==> config.mk <==
export PLATFORM = sky130hd
export DESIGN_NAME = compare_timer_control
export DESIGN_NICKNAME = d
export VERILOG_FILES = /design/src/compare_timer_pkg.sv /design/src/prescaler_tick.sv /design/src/compare_timer_control.sv
export VERILOG_INCLUDE_DIRS = /design/src
export SDC_FILE = /design/constraint.sdc
export NUM_CORES = 1
export LEC_CHECK = 0
export ABC_AREA = 0
export BUFFER_PORTS_ARGS = -buffer_cell sky130_fd_sc_hd__buf_2
export CAP_MARGIN = 20
export CORE_MARGIN = 1
export CORE_UTILIZATION = 55
export DETAILED_ROUTE_END_ITERATION = 7
export PLACE_DENSITY = 0.73
export SYNTH_ARGS = -nofsm -noshare
export SYNTH_HDL_FRONTEND = slang
export SYNTH_SLANG_ARGS = --single-unit
==> constraint.sdc <==
create_clock -name core_clk -period 2.6 [get_ports core_clk]
set_input_delay 0.39 -clock core_clk [delete_from_list [all_inputs] [get_ports core_clk]]
set_output_delay 0.39 -clock core_clk [all_outputs]
set_load 0.05 [all_outputs]
==> src/compare_timer_map.svh <==
// Purpose: register offsets, field positions, reset values and divider masks
// Assumes: byte-wide register port, offsets as printed for the timer
// Notes:   definitions only
`ifndef COMPARE_TIMER_MAP_SVH
`define COMPARE_TIMER_MAP_SVH

// register offsets
`define OFS_CTRL_PRI    8'h14
`define OFS_CTRL_SEC    8'h15
`define OFS_CMP_LOW     8'h16
`define OFS_CMP_HIGH    8'h17
`define OFS_STATUS      8'h18

// primary control fields
`define PRI_START       0
`define PRI_SRC_SEL     1
`define PRI_BOTH_EDGE   2
`define PRI_POLARITY    3
`define PRI_ONE_SHOT    4
`define PRI_PULSE_MODE  5
`define PRI_START_PHASE 6
`define PRI_SOFT_RESET  7

// secondary control fields
`define SEC_FLOP_INIT   0
`define SEC_CLK_LO      1
`define SEC_CLK_HI      3
`define SEC_REGS_LO     4
`define SEC_REGS_HI     5
`define SEC_TRIG_DIS    6

// reset values and read masks
`define PRI_RESET       8'h00
`define SEC_RESET       8'h00
`define PRI_READ_MASK   8'h7F
`define SEC_READ_MASK   8'h7F

// clock source and register count codes
`define CLK_EXT_PIN     3'h7
`define REGS_AB         2'h1
`define REGS_ABC        2'h2

// prescaler masks: tick when the low bits are all ones (period 2^n)
`define PRE_MASK_C0     12'h7FF
`define PRE_MASK_C1     12'h07F
`define PRE_MASK_C2     12'h01F
`define PRE_MASK_C3     12'h007
`define PRE_MASK_C4     12'h003
`define PRE_MASK_C5     12'h001

`endif

==> src/compare_timer_pkg.sv <==
// Purpose: state types of the compare timer control block
// Assumes: nothing beyond the map header
// Notes:   one-hot run states
package compare_timer_pkg;

  // run state of the counter
  typedef enum logic [1:0] {
    RUN_IDLE  = 2'b01,
    RUN_COUNT = 2'b10
  } run_state_t;

  // full state of the control block
  typedef struct packed {
    logic [7:0]  ctrlPri;
    logic [7:0]  ctrlSec;
    logic [7:0]  lowHold;
    logic [15:0] cmpA;
    logic [15:0] cmpB;
    logic [15:0] cmpC;
    logic [1:0]  wrPtr;
    logic [15:0] count;
    run_state_t  run;
    logic        flop;
    logic        irq;
    logic [7:0]  rdData;
    logic [2:0]  pinSync;
  } ctc_state_t;

  // state of the prescaler
  typedef struct packed {
    logic [11:0] div;
  } pre_state_t;

endpackage

==> src/prescaler_tick.sv <==
// Purpose: divides the core clock into the selected count tick
// Assumes: clear comes from logic on the same clock
// Notes:   codes 110 and 111 give no internal tick
`timescale 1ns/1ps
`include "compare_timer_map.svh"

module prescaler_tick import compare_timer_pkg::*; (
  // clock and reset
  input  wire logic       core_clk,
  input  wire logic       nrst,
  // control
  input  wire logic       clear,
  input  wire logic [2:0] clkSel,
  input  wire logic       divOption,
  // tick
  output logic            tick
);

  pre_state_t  s_reg;      // registered state
  pre_state_t  s_next;     // next state
  logic [11:0] baseMask;   // mask for the plain divider
  logic [11:0] mask;       // mask with the divide option applied
  logic        valid;      // code selects an internal clock

  always_comb begin
    valid    = 1'b1;
    baseMask = 12'h000;
    unique case (clkSel)
      3'h0: baseMask = `PRE_MASK_C0;
      3'h1: baseMask = `PRE_MASK_C1;
      3'h2: baseMask = `PRE_MASK_C2;
      3'h3: baseMask = `PRE_MASK_C3;
      3'h4: baseMask = `PRE_MASK_C4;
      3'h5: baseMask = `PRE_MASK_C5;
      default: valid = 1'b0;
    endcase
    // the option doubles every period
    mask = divOption ? {baseMask[10:0], 1'b1} : baseMask;
    tick = valid & ((s_reg.div & mask) == mask);
  end

  // free-running divider, cleared by soft reset
  always_comb begin
    s_next     = s_reg;
    s_next.div = clear ? 12'h000 : s_reg.div + 12'h001;
  end

  // state register
  always_ff @(posedge core_clk or negedge nrst) begin
    if (!nrst) begin
      s_reg <= '0;
    end else begin
      s_reg <= s_next;
    end
  end

endmodule

==> src/compare_timer_control.sv <==
// Purpose: control and timer part of a 16-bit compare timer/counter
// Assumes: byte register port with read data one cycle after the strobe
// Notes:   trigger pin is asynchronous and passes a two-flop synchroniser
`timescale 1ns/1ps
`include "compare_timer_map.svh"

// Function
// - compare registers write-only, read zero
// - soft-reset bit always reads zero
// - compare words fill A, then B, then C
// - start cleared stops and clears counter
// - source select: software or pin trigger
// - both-edge bit: opposite edge also stops counter
// - polarity picks start and count edge
// - one-shot match raises interrupt and stops
// - mode bit: timer/event or pulse generator
// - soft reset clears all but compare values, keeps interrupt
// - flop init bit sets output level while stopped
// - clock source code selects divider or pin
// - register count selects A, AB, ABC
// - B and C writes gated by mode, count
// - trigger disable forces trigger input low
// - timer match interrupts, clears, keeps counting
// - active pin edge resets counter while enabled, except with clock source code 111
// - opposite edge clears and stops counter
module compare_timer_control import compare_timer_pkg::*; (
  // clock and reset
  input  wire logic       core_clk,
  input  wire logic       nrst,
  // register port
  input  wire logic [7:0] regAddr,
  input  wire logic [7:0] regWrData,
  input  wire logic       regWr,
  input  wire logic       regRd,
  output logic [7:0]      regRdData,
  // system prescaler option
  input  wire logic       divOption,
  // shared trigger pin
  input  wire logic       triggerPin,
  // outputs
  output logic            compareMatchIrq,
  output logic            pulseOut
);

  ctc_state_t  s_reg;       // registered state
  ctc_state_t  s_next;      // next state
  logic        preTick;     // internal clock tick
  logic        startCtl;    // start control bit
  logic        extStart;    // start from pin trigger
  logic        bothEdges;   // both edges enabled
  logic        polFall;     // falling edge active
  logic        oneShot;     // one-shot cycle
  logic        pulseMode;   // pulse generator operation
  logic        trigDis;     // pin trigger disabled
  logic [2:0]  clkSel;      // clock source code
  logic [1:0]  regCount;    // register count code
  logic        trigNow;     // gated trigger, current
  logic        trigOld;     // gated trigger, previous
  logic        rise;        // rising edge seen
  logic        fall;        // falling edge seen
  logic        actEdge;     // active edge seen
  logic        oppEdge;     // opposite edge seen
  logic        tick;        // count tick
  logic [15:0] cmpEnd;      // compare value closing the cycle
  logic        matchEnd;    // counter at the closing value on a tick
  logic        softRst;     // soft reset written this cycle
  logic [1:0]  lastPtr;     // last register in the write sequence
  logic        ptrOk;       // current write target is enabled

  // control field decode
  assign startCtl  = s_reg.ctrlPri[`PRI_START];
  assign extStart  = s_reg.ctrlPri[`PRI_SRC_SEL];
  assign bothEdges = s_reg.ctrlPri[`PRI_BOTH_EDGE];
  assign polFall   = s_reg.ctrlPri[`PRI_POLARITY];
  assign oneShot   = s_reg.ctrlPri[`PRI_ONE_SHOT];
  assign pulseMode = s_reg.ctrlPri[`PRI_PULSE_MODE];
  assign trigDis   = s_reg.ctrlSec[`SEC_TRIG_DIS];
  assign clkSel    = s_reg.ctrlSec[`SEC_CLK_HI:`SEC_CLK_LO];
  assign regCount  = s_reg.ctrlSec[`SEC_REGS_HI:`SEC_REGS_LO];

  // only the second and third stages are read; the first may still be settling
  // disabled trigger reads as a constant zero
  assign trigNow = s_reg.pinSync[1] & ~trigDis;
  assign trigOld = s_reg.pinSync[2] & ~trigDis;
  assign rise    = trigNow & ~trigOld;
  assign fall    = ~trigNow & trigOld;

  assign actEdge = polFall ? fall : rise;
  assign oppEdge = polFall ? rise : fall;

  // code 111 counts pin edges instead of the prescaler
  assign tick = (clkSel == `CLK_EXT_PIN) ? actEdge : preTick;

  // the last selected register closes a pulse cycle
  always_comb begin
    cmpEnd  = s_reg.cmpA;
    lastPtr = 2'h0;
    if (pulseMode && regCount == `REGS_AB) begin
      cmpEnd  = s_reg.cmpB;
      lastPtr = 2'h1;
    end else if (pulseMode && regCount == `REGS_ABC) begin
      cmpEnd  = s_reg.cmpC;
      lastPtr = 2'h2;
    end
  end

  // a match counts only on a tick, so a stalled divider never closes a cycle
  assign matchEnd = tick && (s_reg.count == cmpEnd);
  assign softRst  = regWr && regAddr == `OFS_CTRL_PRI && regWrData[`PRI_SOFT_RESET];

  // a refused word also sends the pointer back to A, so software can always recover
  // B and C only in pulse mode and only when counted
  assign ptrOk = (s_reg.wrPtr == 2'h0) || (pulseMode && s_reg.wrPtr <= lastPtr);

  // prescaler, cleared with the soft reset
  // clearing it keeps the first tick after a soft reset a whole period away
  prescaler_tick u_pre (
    .core_clk  (core_clk),
    .nrst      (nrst),
    .clear     (softRst),
    .clkSel    (clkSel),
    .divOption (divOption),
    .tick      (preTick)
  );

  // next-state logic: synchroniser, reads, counter, writes
  always_comb begin
    s_next         = s_reg;
    s_next.irq     = 1'b0;
    s_next.rdData  = 8'h00;
    s_next.pinSync = {s_reg.pinSync[1:0], triggerPin};

    // register reads; compare bytes have no read path
    if (regRd) begin
      unique case (regAddr)
        `OFS_CTRL_PRI: s_next.rdData = s_reg.ctrlPri & `PRI_READ_MASK;
        `OFS_CTRL_SEC: s_next.rdData = s_reg.ctrlSec & `SEC_READ_MASK;
        `OFS_STATUS:   s_next.rdData = {6'h00, s_reg.flop, s_reg.run == RUN_COUNT};
        default:       s_next.rdData = 8'h00;
      endcase
    end

    // counter state machine
    unique case (s_reg.run)
      RUN_IDLE: begin
        s_next.count = 16'h0000;
        // software start, or wait for the active pin edge
        if (startCtl && (!extStart || actEdge)) begin
          s_next.run = RUN_COUNT;
          // pulse output may invert right at start
          if (pulseMode && s_reg.ctrlPri[`PRI_START_PHASE]) begin
            s_next.flop = ~s_reg.flop;
          end
        end
      end
      RUN_COUNT: begin
        if (!startCtl) begin
          s_next.run   = RUN_IDLE;
          s_next.count = 16'h0000;
        end else if (extStart && bothEdges && oppEdge) begin
          // opposite edge only when both are enabled
          s_next.run   = RUN_IDLE;
          s_next.count = 16'h0000;
        end else if (actEdge && clkSel != `CLK_EXT_PIN) begin
          // a live pin edge resets the count
          s_next.count = 16'h0000;
        end else if (matchEnd) begin
          s_next.irq   = 1'b1;
          s_next.count = 16'h0000;
          // pulse mode toggles on the closing match, except in one-shot
          if (pulseMode && !oneShot) begin
            s_next.flop = ~s_reg.flop;
          end
          // one-shot stops until the next start
          if (oneShot) begin
            s_next.run = RUN_IDLE;
            if (!extStart) begin
              s_next.ctrlPri[`PRI_START] = 1'b0;
            end
          end
        end else if (tick) begin
          s_next.count = s_reg.count + 16'h0001;
          if (pulseMode && ((s_reg.count == s_reg.cmpA && lastPtr != 2'h0) ||
                            (s_reg.count == s_reg.cmpB && lastPtr == 2'h2))) begin
            s_next.flop = ~s_reg.flop;
          end
        end
      end
      default: begin
        // illegal code falls back to stopped
        s_next.run   = RUN_IDLE;
        s_next.count = 16'h0000;
      end
    endcase

    // register writes
    if (regWr) begin
      unique case (regAddr)
        `OFS_CTRL_PRI: begin
          // the soft-reset bit is never stored
          s_next.ctrlPri = regWrData & `PRI_READ_MASK;
        end
        `OFS_CTRL_SEC: begin
          s_next.ctrlSec = regWrData & `SEC_READ_MASK;
          // load the output flop while stopped
          if (s_reg.run == RUN_IDLE) begin
            s_next.flop = regWrData[`SEC_FLOP_INIT];
          end
        end
        `OFS_CMP_LOW: begin
          s_next.lowHold = regWrData;
        end
        `OFS_CMP_HIGH: begin
          // commit in sequence A, B, C
          if (ptrOk) begin
            unique case (s_reg.wrPtr)
              2'h0:    s_next.cmpA = {regWrData, s_reg.lowHold};
              2'h1:    s_next.cmpB = {regWrData, s_reg.lowHold};
              default: s_next.cmpC = {regWrData, s_reg.lowHold};
            endcase
            s_next.wrPtr = (s_reg.wrPtr >= lastPtr) ? 2'h0 : s_reg.wrPtr + 2'h1;
          end else begin
            s_next.wrPtr = 2'h0;
          end
        end
        default: begin
          // unmapped write has no effect
          s_next.lowHold = s_reg.lowHold;
        end
      endcase
    end

    // soft reset wins over all, interrupt pulse survives
    if (softRst) begin
      s_next.ctrlPri = `PRI_RESET;
      s_next.ctrlSec = `SEC_RESET;
      s_next.lowHold = 8'h00;
      s_next.wrPtr   = 2'h0;
      s_next.count   = 16'h0000;
      s_next.run     = RUN_IDLE;
      s_next.flop    = 1'b0;
    end
  end

  // state register; compare values start at zero
  // only nrst clears the compare values, a soft reset keeps them for the next run
  always_ff @(posedge core_clk or negedge nrst) begin
    if (!nrst) begin
      s_reg         <= '0;
      s_reg.ctrlPri <= `PRI_RESET;
      s_reg.ctrlSec <= `SEC_RESET;
      s_reg.run     <= RUN_IDLE;
    end else begin
      s_reg <= s_next;
    end
  end

  // outputs straight from the state flops
  assign regRdData       = s_reg.rdData;
  assign compareMatchIrq = s_reg.irq;
  assign pulseOut        = s_reg.flop;
endmodule

# After elaboration in Yosys (flattened, before gate mapping)
# Index checks and enable logic that the tools add are counted.
[totals]
register_bits = 115
word_cells = 152
latch_bits = 0
out_inout_bits = 10
mem_bits_ro = 0
memories = 0
ram_bits = 0
in_bits = 22
[classes]
shifts = 0
n_eq_ne = 27
n_reduce_logical = 38
add_sub_neg = 3
muxes = 56
div = 0
order_cmp = 2
bitwise_logic = 11
mul = 0
[ops]
columns = ["cell", "n"]
rows = [
  ["16-bit 2-to-1 mux", 8],
  ["73-bit 2-to-1 mux", 1],
  ["11-bit one-hot mux with 6 select lines", 1],
  ["50-bit 2-to-1 mux", 1],
  ["16-bit == test", 3],
  ["48-bit 2-to-1 mux", 1],
  ["8-bit by 5-bit == test with 1-bit output, second input constant", 5],
  ["18-bit 2-to-1 mux", 2],
  ["18-bit one-hot mux with 2 select lines", 1],
  ["12-bit 2-to-1 mux", 2],
  ["23-bit 2-to-1 mux", 1],
  ["1-bit 2-to-1 mux", 21],
  ["21-bit 2-to-1 mux", 1],
  ["7-bit one-hot mux with 3 select lines", 1],
  ["16-bit by 1-bit adder with 16-bit output, second input constant", 1],
  ["2-bit 2-to-1 mux", 8],
  ["8-bit 2-to-1 mux", 2],
  ["4-bit AND reduction", 4],
  ["1-bit logical AND", 15],
  ["7-bit 2-to-1 mux", 2],
  ["12-bit by 1-bit adder with 12-bit output, second input constant", 1],
  ["12-bit bitwise AND", 1],
  ["12-bit == test", 1],
  ["2-bit nonzero test", 6],
  ["other kinds (25)", 47],
]

# Depth between registers and ports, before layout
# Gate-level depths: netlist of run 1.
[depth]
depth_word = 19
depth_mapped = 14
ltp_nobuf = 10

# Hierarchy
# From an unflattened synthesis of run 1, not the netlist that was laid out.
[hier_totals]
hier_cells = 696
area_unflattened_um2 = 6720.2
[modules_own_cells]
columns = ["module", "area_per_inst_um2", "cells_each", "seq_area_each_um2", "n_inst"]
rows = [
  ["compare_timer_control", 6067.1, 629, 2553.7, 1],
  ["prescaler_tick", 653.1, 67, 300.3, 1],
]

# Worst setup path before layout of run 1
# OpenSTA, ideal clock, no wires.
[synth_path]
path_kind = "input-to-reg"
from = "input port regAddr[5]"
to = "register s_reg[57] in the netlist's numbering"
stages = 8
required_ps = 2475
n_path_buf = 3
setup_ps = 125
path_slack_ps = -44
arrival_time_ps = 2519
path_cell_list = "or4b_1 -> or4_1 -> clkbuf_1 -> nor2_1 -> and2_1 -> buf_2 -> buf_4 -> mux2_2"
[synth_via]
elab_chain_cells = 2
[synth_lines]
columns = ["item", "line", "rtl"]
rows = [
  ["start: declaration", "compare_timer_control.sv:31", "input wire logic [7:0] regAddr,"],
  ["8-bit by 5-bit == test with 1-bit output", "compare_timer_control.sv:198", "unique case (regAddr)"],
  ["4-bit AND reduction (no line)", "-", ""],
  ["end signal: assignment", "compare_timer_control.sv:254", "s_reg <= s_next;"],
  ["end: declaration", "compare_timer_control.sv:45", "ctc_state_t s_reg;"],
]
# No other way between the ends.
# A chain may end at the register's enable or synchronous reset.

# Final worst setup path of run 1
[layout_path]
from = "register s_reg, in the netlist regCount[0]"
to = "register s_reg[24] in the netlist's numbering"
[layout_via]
elab_chain_cells = 12
word_cells_on_any_way = 15
classes_between = "eq/ne: 4; mux: 8; reduce/logical: 3"
[layout_lines]
columns = ["item", "line", "rtl"]
rows = [
  ["2-bit == test (no line)", "-", ""],
  ["1-bit logical AND (no line)", "-", ""],
  ["16-bit 2-to-1 mux", "compare_timer_control.sv:101", "end else if (pulseMode && regCount == `REGS_ABC) begin"],
  ["16-bit 2-to-1 mux *", "compare_timer_control.sv:98", "if (pulseMode && regCount == `REGS_AB) begin"],
  ["16-bit == test *", "compare_timer_control.sv:108", "assign matchEnd = tick && (s_reg.count == cmpEnd);"],
  ["1-bit logical AND *", "compare_timer_control.sv:108", ""],
  ["16-bit 2-to-1 mux", "compare_timer_control.sv:167", "end else if (matchEnd) begin"],
  ["16-bit 2-to-1 mux", "compare_timer_control.sv:164", "end else if (actEdge && clkSel != `CLK_EXT_PIN) begin"],
  ["18-bit 2-to-1 mux", "compare_timer_control.sv:160", "end else if (extStart && bothEdges && oppEdge) begin"],
  ["18-bit 2-to-1 mux", "compare_timer_control.sv:157", "if (!startCtl) begin"],
  ["18-bit one-hot mux with 2 select lines", "compare_timer_control.sv:144", "unique case (s_reg.run)"],
  ["21-bit 2-to-1 mux", "compare_timer_control.sv:234", "if (softRst) begin"],
]
# Mark *: on every way between the ends. The rest lies on a longest branch, timed or not.

==> results of run 1 <==
==> per-layer routing <==
metal / wire [um] / vias to the layer above / track usage / share of wire
met5: 0 / - / 0 / 0
met4: 539 / 0 / 0.1049 / 0.024
met3: 1752 / 35 / 0.08220 / 0.078
met2: 10480 / 295 / 0.5640 / 0.46
met1: 9820 / 3016 / 0.4986 / 0.43
li1: - / 2736 / - / -
==> how the worst max path moves through the flow <==
stage                                  from                    end  slack, ns  cells after the start
global route        regCount[0]$_DFFE_PN0P_    s_reg[97]$_DFF_PN0_      -0.30                     11
floorplan                        regAddr[5]  s_reg[57]$_DFFE_PN0P_     0.0002                      8
global placement    regCount[0]$_DFFE_PN0P_  s_reg[24]$_DFFE_PN0P_      -0.50                     13
detailed placement  regCount[0]$_DFFE_PN0P_  s_reg[24]$_DFFE_PN0P_      -0.33                     12
finish              regCount[0]$_DFFE_PN0P_  s_reg[24]$_DFFE_PN0P_      -0.21                     12
CTS                 regCount[0]$_DFFE_PN0P_    s_reg[97]$_DFF_PN0_      -0.20                     11
==> placed cells by master (no fill, tap or decap), types with 8 or more instances in the layout <==
cell	instances
a21oi_1	40
a22oi_1	9
a31oi_1	14
and3_1	17
buf_12	8
buf_2	29
buf_4	118
clkbuf_16	19
dfrtp_1	110
inv_1	34
mux2_2	28
mux2_4	23
mux2i_1	9
nand2_1	63
nand2b_1	19
nand3_1	21
nand4_1	10
nor2_1	33
nor2b_1	15
o21ai_0	19
xnor2_1	13
xor2_1	26
==> synth_stat cells (8+ instances only) <==
cell	number	area share
dfrtp_1	113	0.43
nand2_1	65	0.037
mux2_2	51	0.086
a21oi_1	42	0.032
nor2_1	35	0.020
inv_1	34	0.019
xor2_1	26	0.034
o21ai_0	24	0.018
nand3_1	22	0.017
nand2b_1	19	0.018
a31oi_1	17	0.016
and3_1	17	0.016
nor2b_1	17	0.016
buf_4	16	0.018
clkbuf_1	16	0.0090
buf_2	13	0.0098
xnor2_1	13	0.017
nand4_1	10	0.0094
a22oi_1	9	0.010
mux2i_1	9	0.014
ha_1	8	0.015
nor4_1	8	0.0075
o22ai_1	8	0.0075
==> logic make-up after synthesis <==
group	after synthesis	synth area share
buffers and inverters	86	0.06135
adders and majority gates	8	0.01506
other	1	0.0005640
muxes	60	0.09993
DFF	114	0.4292
and+or+nand+nor	227	0.1818
AOI/OAI and AO/OA	156	0.1607
xor gates and xnor gates	39	0.05137
==> where the power goes <==
group          internal, mW  total, mW  switching (mW)
clock network          1.36       2.32           0.963
registers              1.87       2.00           0.125
logic                 0.300      0.715           0.414
total                  3.53       5.04            1.50
==> per-stage QoR <==
stage	std cells	hold WS, ns	power [mW]	util	worst slack (ns)
finish	980	0.07446	5.035	0.7589	-0.2142
global route	980	0.06612	5.180	0.7589	-0.3033
CTS	973	0.06675	5.013	0.7303	-0.2000
detailed placement	938	0.3404	2.657	0.6673	-0.3302
global placement	938	0.3423	2.617	0.6673	-0.4951
floorplan	691	0.09441	2.367	-	0.0001532
==> worst reg2reg max path: cells and delay by family (launching register included) <==
family          cells  cell delay (ns)
mux                 1             0.23
simple gates        3             0.68
compound gates      4             0.68
buf+inv             4             0.70
flops               1             0.41
==> final cells by class <==
type	instances	area, um2	area share
multi-input combinational	491	3734	0.4236
clock buffer	17	425.4	0.04827
tap	143	178.9	0.02030
timing repair buffer	164	1323	0.1501
clock inverter	15	160.2	0.01817
inverter	36	135.1	0.01533
sequential	114	2858	0.3242
==> timing repair <==
action,CTS,global route
endpoints found under the setup margin,52,53
pin swaps,11,17
buffers inserted,2,5
gates resized for setup,27,60
cloned,0,2
hold buffers,1,0
hold endpoints to repair,30,0
==> run metrics, run 1 <==
Arr. time, crit path 3.13 ns; Slowest-stage cell, CP dfrtp_1; Worst Reg-to-Reg Cells 12; Final Worst Setup Slack -0.2142 ns; global-route wire length before repair 33.47 mm; DRT iter0 DRCs 643; Initial DRT Pass Iterations 5; CTS tree done; Synth async-reset ratio 1.000; Layout area overhead 32.56%; reg2reg setup slack -0.21 ns; effective utilization at floorplan 0.5725; CTS buffer count 17; post-route fraction of the period consumed by the critical path 1.082; Seq/Total Area, Yosys 0.4292; Hold WC Path Type in -> reg; Ant. Diodes 0; via count 6082; largest net degree at the start of global routing 56; total nets after synthesis 721; Final Hold Viols 0; antenna violations before repair 0; setup tns final -2.174 ns; Buf+Inv Stages, Crit Path 4; ys flop type dfrtp_1; fin area 0.008813 mm2; Worst slew margin 0.5565; failing checks negative setup slack; Setup Viol. Count Final 26; Filler cells 811; Worst VDD drop 479.8 uV; cell count after synthesis 691; antenna-violating nets left 0; Area after DPL 0.007750 mm2; P_leak 4.200 nW; Clock Tree Root clkbuf_16; Buffers on Ports 30; number of nets in the layout 854; dpl hpwl 15.91 mm; Avg WL per Cell 23.05 um; worst skew pair latency 0.42 ns; H-tree Lvls 4; Core Region 0.01161 mm2; element type at the critical path start flop; die area 0.01253 mm2; flops & latches, synth 114; GPL Wtd Cong 1.017; CP Capture Type flop; Critical R2R Launch regCount[0]$_DFFE_PN0P_; Syn Area/Cell 9.622 um2; max reg flops 81; Pwr Density 571.3 mW/mm2; hold_sp triggerPin; Netlist Area Pre-Place 0.006649 mm2; Critical Path RT 2.92 ns; Syn. warnings 0; DRC 0; Worst path max stage delay 0.41 ns; EDFF count, synth 0; Final min period 2.814 ns; hold depth 1; cell family with most CP delay buffers and inverters; outcome finished with violations; crit path max fanout 25; Overflow after GRT 0; IO Pins 32; WHS Endpoint s_next[1]$_DFF_PN0_; RSZ-0062 raised after global routing true; die width 112.0 um; Clock Sinks 114; Bufs on Longest Clock Path 2; die height 112.0 um; worst slew pin tran 0.6627 ns; number of global-route vias before repair 5968; Synth cell types 77; Slew Limit Fails 0; Clock Pin Slew Worst Setup and Hold Paths 0.06 ns; layout cells sized above 1 0.3584; Clock Skews 0.007225 ns; Total Routing Usage GR 0.3593; Max Cap Viol 0; Crit path top cell by count buf_4; Core Rows 39; max frequency 355.3 MHz; crit path kind reg -> reg; worst path cell trace and2b_4 > buf_4 > mux2i_1 > a221oi_1 > buf_4 > o211ai_4 > nor2_4 > buf_4 > nor4b_4 > buf_12 > a21oi_1 > a31oi_2; endpoint of the worst-slack reg-to-reg timing path s_reg[24]$_DFFE_PN0P_; Avg Vias per Cell 6.206; final wirelength 22.59 mm
No activity file was read; power rests on OpenSTA's default activity.
==> run 2: changes to the inputs <==
PLACE_DENSITY = 0.85   (was 0.73)
SETUP_SLACK_MARGIN = 0.5   (was not set)
SKIP_LAST_GASP = 1   (was not set)
==> run metrics, run 2 (synthesized netlist as in run 1, its figures left out) <==
Worst path max stage delay 0.41 ns; die width 112.0 um; via count 6332; Core Rows 39; DRT iter0 DRCs 704; Buffers on Ports 30; antenna violations before repair 1; Worst Reg-to-Reg Cells 11; hold_sp triggerPin; Setup Viol. Count Final 32; Clock Skews 0.009499 ns; number of global-route vias before repair 6286; Worst VDD drop 562.8 uV; Overflow after GRT 0; endpoint of the worst-slack reg-to-reg timing path pulseOut$_DFF_PN0_; worst skew pair latency 0.42 ns; most frequent cells in the layout buf_4 (110), dfrtp_1 (108), nand2_1 (63); CP Capture Type flop; H-tree Lvls 4; fin area 0.008889 mm2; outcome finished with violations; post-route fraction of the period consumed by the critical path 1.123; Arr. time, crit path 3.25 ns; Area after DPL 0.007765 mm2; number of nets in the layout 850; reg2reg setup slack -0.32 ns; die height 112.0 um; crit path kind reg -> reg; Initial DRT Pass Iterations 5; Critical R2R Launch s_reg[15]$_DFFE_PN0P_; effective utilization at floorplan 0.5725; Layout area overhead 33.68%; die area 0.01253 mm2; Worst slew margin 0.6217; global-route wire length before repair 36.00 mm; Slew Limit Fails 0; Placed Cells 922; Final Worst Setup Slack -0.3205 ns; count of non-filler cells in the finished layout 977; Slowest-stage cell, CP dfrtp_1; antenna-violating nets left 0; Filler cells 758; Clock Sinks 114; RSZ-0062 raised after global routing true; Final min period 2.921 ns; Pwr Density 560.7 mW/mm2; Power Total 4.984 mW; Critical Path RT 2.92 ns; largest net degree at the start of global routing 58; hold depth 1; Max Cap Viol 0; Bufs on Longest Clock Path 2; Final Hold Viols 0; DRC 0; most common library cell in the layout ignoring fill and taps buf_4; layout cells sized above 1 0.3721; max reg flops 81; final wirelength 23.41 mm; IO Pins 32; setup tns final -4.585 ns; Total Routing Usage GR 0.3899; Hold WC Path Type in -> reg; Crit path top cell by count buf_4; P_leak 4.149 nW; element type at the critical path start flop; max frequency 342.4 MHz; Setup WS pre-CTS -0.3315 ns; Clock Pin Slew Worst Setup and Hold Paths 0.06 ns; failing checks negative setup slack; GPL Wtd Cong 0.9830; WHS Endpoint s_next[1]$_DFF_PN0_; Avg WL per Cell 23.96 um; worst slew pin tran 0.5674 ns; Clock Tree Root clkbuf_16; Avg Vias per Cell 6.481; CTS buffer count 17; Core Region 0.01161 mm2; worst path cell trace xor2_1 > nor4_2 > buf_4 > a311oi_4 > a2111oi_4 > o211ai_2 > buf_4 > or3_4 > a31oi_4 > o21ai_2 > a211oi_2; crit path max fanout 3; dpl hpwl 16.37 mm; CTS tree done
[run 2: changes by cell type in the layout (fill, tap and decap cells not counted), moves of 7 or more]
cell,previous run,this run
a21oi_1,40,30
a21oi_2,2,12
buf_4,118,110
buf_6,5,12
[run 2: power breakdown]
group	internal [mW]	leakage, nW	switching (mW)	total (mW)
Sequential	1.87	1.55	0.120	1.99
Combinational	0.305	2.32	0.404	0.708
Clock	1.38	0.278	0.901	2.28
Total	3.56	4.15	1.42	4.98
[run 2: final cells by class]
class                      instances  area (um2)  share of cell area
multi-input combinational        491        3836              0.4316
sequential                       114        2860              0.3218
timing repair buffer             160        1299              0.1461
clock buffer                      20       456.7             0.05138
tap                              143       178.9             0.02013
inverter                          36       135.1             0.01520
clock inverter                    12       120.1             0.01351
antenna                            1       2.502           0.0002815
[run 2: through the flow]
stage	util	hold WS (ns)
6_report	0.7654	0.07781
5_1_grt	0.7654	0.07088
4_1_cts	0.7497	0.06865
3_5_place_dp	0.6686	0.3502
3_3_place_gp	0.6686	0.3342
2_1_floorplan	-	0.09441
[run 2: how the worst max path moves through the flow]
stage | startpoint | endpoint | slack, ns | cells after the start
2_1_floorplan | regAddr[5] | s_reg[47]$_DFFE_PN0P_ | 0.008 | 6
3_3_place_gp | regCount[0]$_DFFE_PN0P_ | s_reg[97]$_DFF_PN0_ | -0.31 | 9
3_5_place_dp | regCount[0]$_DFFE_PN0P_ | s_reg[97]$_DFF_PN0_ | -0.33 | 9
4_1_cts | regCount[0]$_DFFE_PN0P_ | pulseOut$_DFF_PN0_ | -0.24 | 11
5_1_grt | s_reg[15]$_DFFE_PN0P_ | pulseOut$_DFF_PN0_ | -0.47 | 11
6_report | s_reg[15]$_DFFE_PN0P_ | pulseOut$_DFF_PN0_ | -0.32 | 11
[run 2: routing by layer]
| layer | track usage | vias up | routed length (um) |
|---|---|---|---|
| met5 | 0 | - | 0 |
| met4 | 0.1813 | 0 | 894 |
| met3 | 0.1029 | 63 | 2173 |
| met2 | 0.6000 | 368 | 10890 |
| met1 | 0.5162 | 3164 | 9456 |
| li1 | - | 2737 | - |
[run 2: timing repair]
item | in CTS | in global routing
buffers inserted | 13 | 5
endpoints found under the setup margin | 57 | 76
hold buffers | 1 | 0
pin swaps | 21 | 20
cloned | 3 | 0
gates resized for setup | 37 | 27
endpoints found under the hold margin | 32 | 0
[run 2: critical path, delay by kind of cell (launching register included)]
kind	cells	cell delay [ns]
compound gates	6	1.24
simple gates	2	0.62
flops	1	0.41
buf+inv	2	0.36
xor+xnor	1	0.19
==> run 3: changes to the inputs <==
CELL_PAD_IN_SITES_DETAIL_PLACEMENT = 0   (was not set)
CELL_PAD_IN_SITES_GLOBAL_PLACEMENT = 1   (was not set)
CORE_UTILIZATION = 44   (was 55)
PLACE_DENSITY = 0.87   (was 0.85)
==> run metrics, run 3 (synthesized netlist as in run 1, its figures left out) <==
outcome finished with violations; failing checks design-rule violations, negative hold slack, negative setup slack; dpl hpwl 16.32 mm; die area 0.01561 mm2; largest net degree at the start of global routing 50; Critical R2R Launch pulseMode$_DFFE_PN0P_; Slew Limit Fails 0; Setup Viol. Count Final 43; global-route wire length before repair 33.98 mm; Bufs on Longest Clock Path 2; H-tree Lvls 4; max frequency 351.0 MHz; worst slew pin tran 0.7627 ns; CTS tree done; Pwr Density 590.5 mW/mm2; DRT iter0 DRCs 501; Critical Path RT 2.90 ns; post-route fraction of the period consumed by the critical path 1.096; Overflow after GRT 0; IO Pins 32; RSZ-0062 raised after global routing true; max reg flops 81; Max Cap Viol 0; Filler cells 1228; Min Hold Slack -0.01328 ns; antenna-violating nets left 0; endpoint of the worst-slack reg-to-reg timing path s_reg[15]$_DFFE_PN0P_; Final Worst Setup Slack -0.2492 ns; CP Capture Type flop; layout cells sized above 1 0.3493; Avg WL per Cell 21.41 um; effective utilization at floorplan 0.4540; Power Total 5.173 mW; CTS buffer count 17; fin area 0.008760 mm2; Clock Skews 0.009419 ns; element type at the critical path start flop; antenna violations before repair 0; Core Region 0.01464 mm2; Final Hold Viols 4; Post-Route Utilization 0.5982; sequential cell area 0.002855 mm2; Buffers on Ports 30; GPL Wtd Cong 0.9646; DRC 2; crit path kind reg -> reg; die width 124.9 um; cts hold-fix bufs 0; number of nets in the layout 851; most common library cell in the layout ignoring fill and taps buf_4; worst skew pair latency 0.42 ns; setup tns final -4.807 ns; Clock Pin Slew Worst Setup and Hold Paths 0.06 ns; Avg Vias per Cell 5.838; Worst VDD drop 643.3 uV; number of global-route vias before repair 6008; Hold WC Path Type in -> async; Initial DRT Pass Iterations 7; Multi-input gate area 0.003676 mm2; Layout area overhead 31.75%; Ant. Diodes 0; Worst slew margin 0.4897; reg2reg setup slack -0.25 ns; crit path max fanout 9; via count 5937; Worst Reg-to-Reg Cells 13; die height 124.9 um; Total Routing Usage GR 0.2903; Area after DPL 0.007914 mm2; P_leak 4.134 nW; Clock Sinks 114; most frequent cells in the layout buf_4 (123), dfrtp_1 (112), nand2_1 (63); Core Rows 44; final wirelength 21.78 mm; Final min period 2.849 ns; Clock Tree Root clkbuf_16; Arr. time, crit path 3.15 ns
run 3: cell types whose count changed in the layout (fill, tap and decap cells not counted), moves of 4 or more:
cell | previous run | this run
a21oi_4 | 0 | 4
a2111oi_2 | 0 | 4
buf_6 | 12 | 2
dfrtp_2 | 5 | 1
buf_4 | 110 | 123
a21oi_2 | 12 | 8
a31oi_1 | 12 | 16
dfrtp_1 | 108 | 112
a2111oi_4 | 6 | 2
run 3: worst max-delay path, cell delays in order, from the launching register on:
cell and delay [ns]:
dfrtp_1 0.42, buf_4 0.20, a21bo_2 0.22, a31oi_2 0.22, nand4_1 0.21, o31ai_1 0.25
nand4_1 0.14, buf_4 0.18, nor2_4 0.13, buf_6 0.13, nor4b_4 0.05, buf_4 0.17
clkbuf_16 0.16, mux2_2 0.26
run 3: timing repair:
action | 4_1_cts | 5_1_grt
cloned | 0 | 2
pin swaps | 11 | 9
resized for setup | 12 | 13
setup buffers | 6 | 2
endpoints found under the setup margin | 70 | 56
run 3: per-stage QoR:
step / std cells / worst slack (ns)
floorplan: 691 / 0.008228
detailed placement: 976 / -0.2692
CTS: 1013 / -0.2049
global route: 1017 / -0.3781
finish: 1017 / -0.2492
global placement: 976 / -0.2602
run 3: worst max path at each step:
stage	start	end	slack, ns	cells past startpoint
after floorplan	regAddr[5]	s_reg[47]$_DFFE_PN0P_	0.008	6
after global placement	pulseMode$_DFFE_PN0P_	s_reg[97]$_DFF_PN0_	-0.26	11
after detailed placement	regCount[0]$_DFFE_PN0P_	s_reg[97]$_DFF_PN0_	-0.27	11
after CTS	pulseMode$_DFFE_PN0P_	s_reg[97]$_DFF_PN0_	-0.20	12
after global routing	pulseMode$_DFFE_PN0P_	s_reg[15]$_DFFE_PN0P_	-0.38	14
final	pulseMode$_DFFE_PN0P_	s_reg[15]$_DFFE_PN0P_	-0.25	13
run 3: power breakdown:
| group | switching [mW] | total (mW) | internal (mW) | leakage, nW |
|---|---|---|---|---|
| registers | 0.113 | 1.99 | 1.87 | 1.56 |
| logic | 0.384 | 0.683 | 0.300 | 2.27 |
| clock network | 0.851 | 2.50 | 1.65 | 0.302 |
run 3: cell type report:
cell class / instances / area share
clock buffer: 19 / 0.05171
tap: 184 / 0.02628
inverter: 36 / 0.01543
sequential: 114 / 0.3260
clock inverter: 12 / 0.02043
multi-input combinational: 491 / 0.4197
timing repair buffer: 161 / 0.1406
run 3: metal layers:
metal,track usage,wire (um)
met4,0.1105,696
met1,0.3958,9824
met5,0,0
met2,0.4488,9773
met3,0.06959,1482
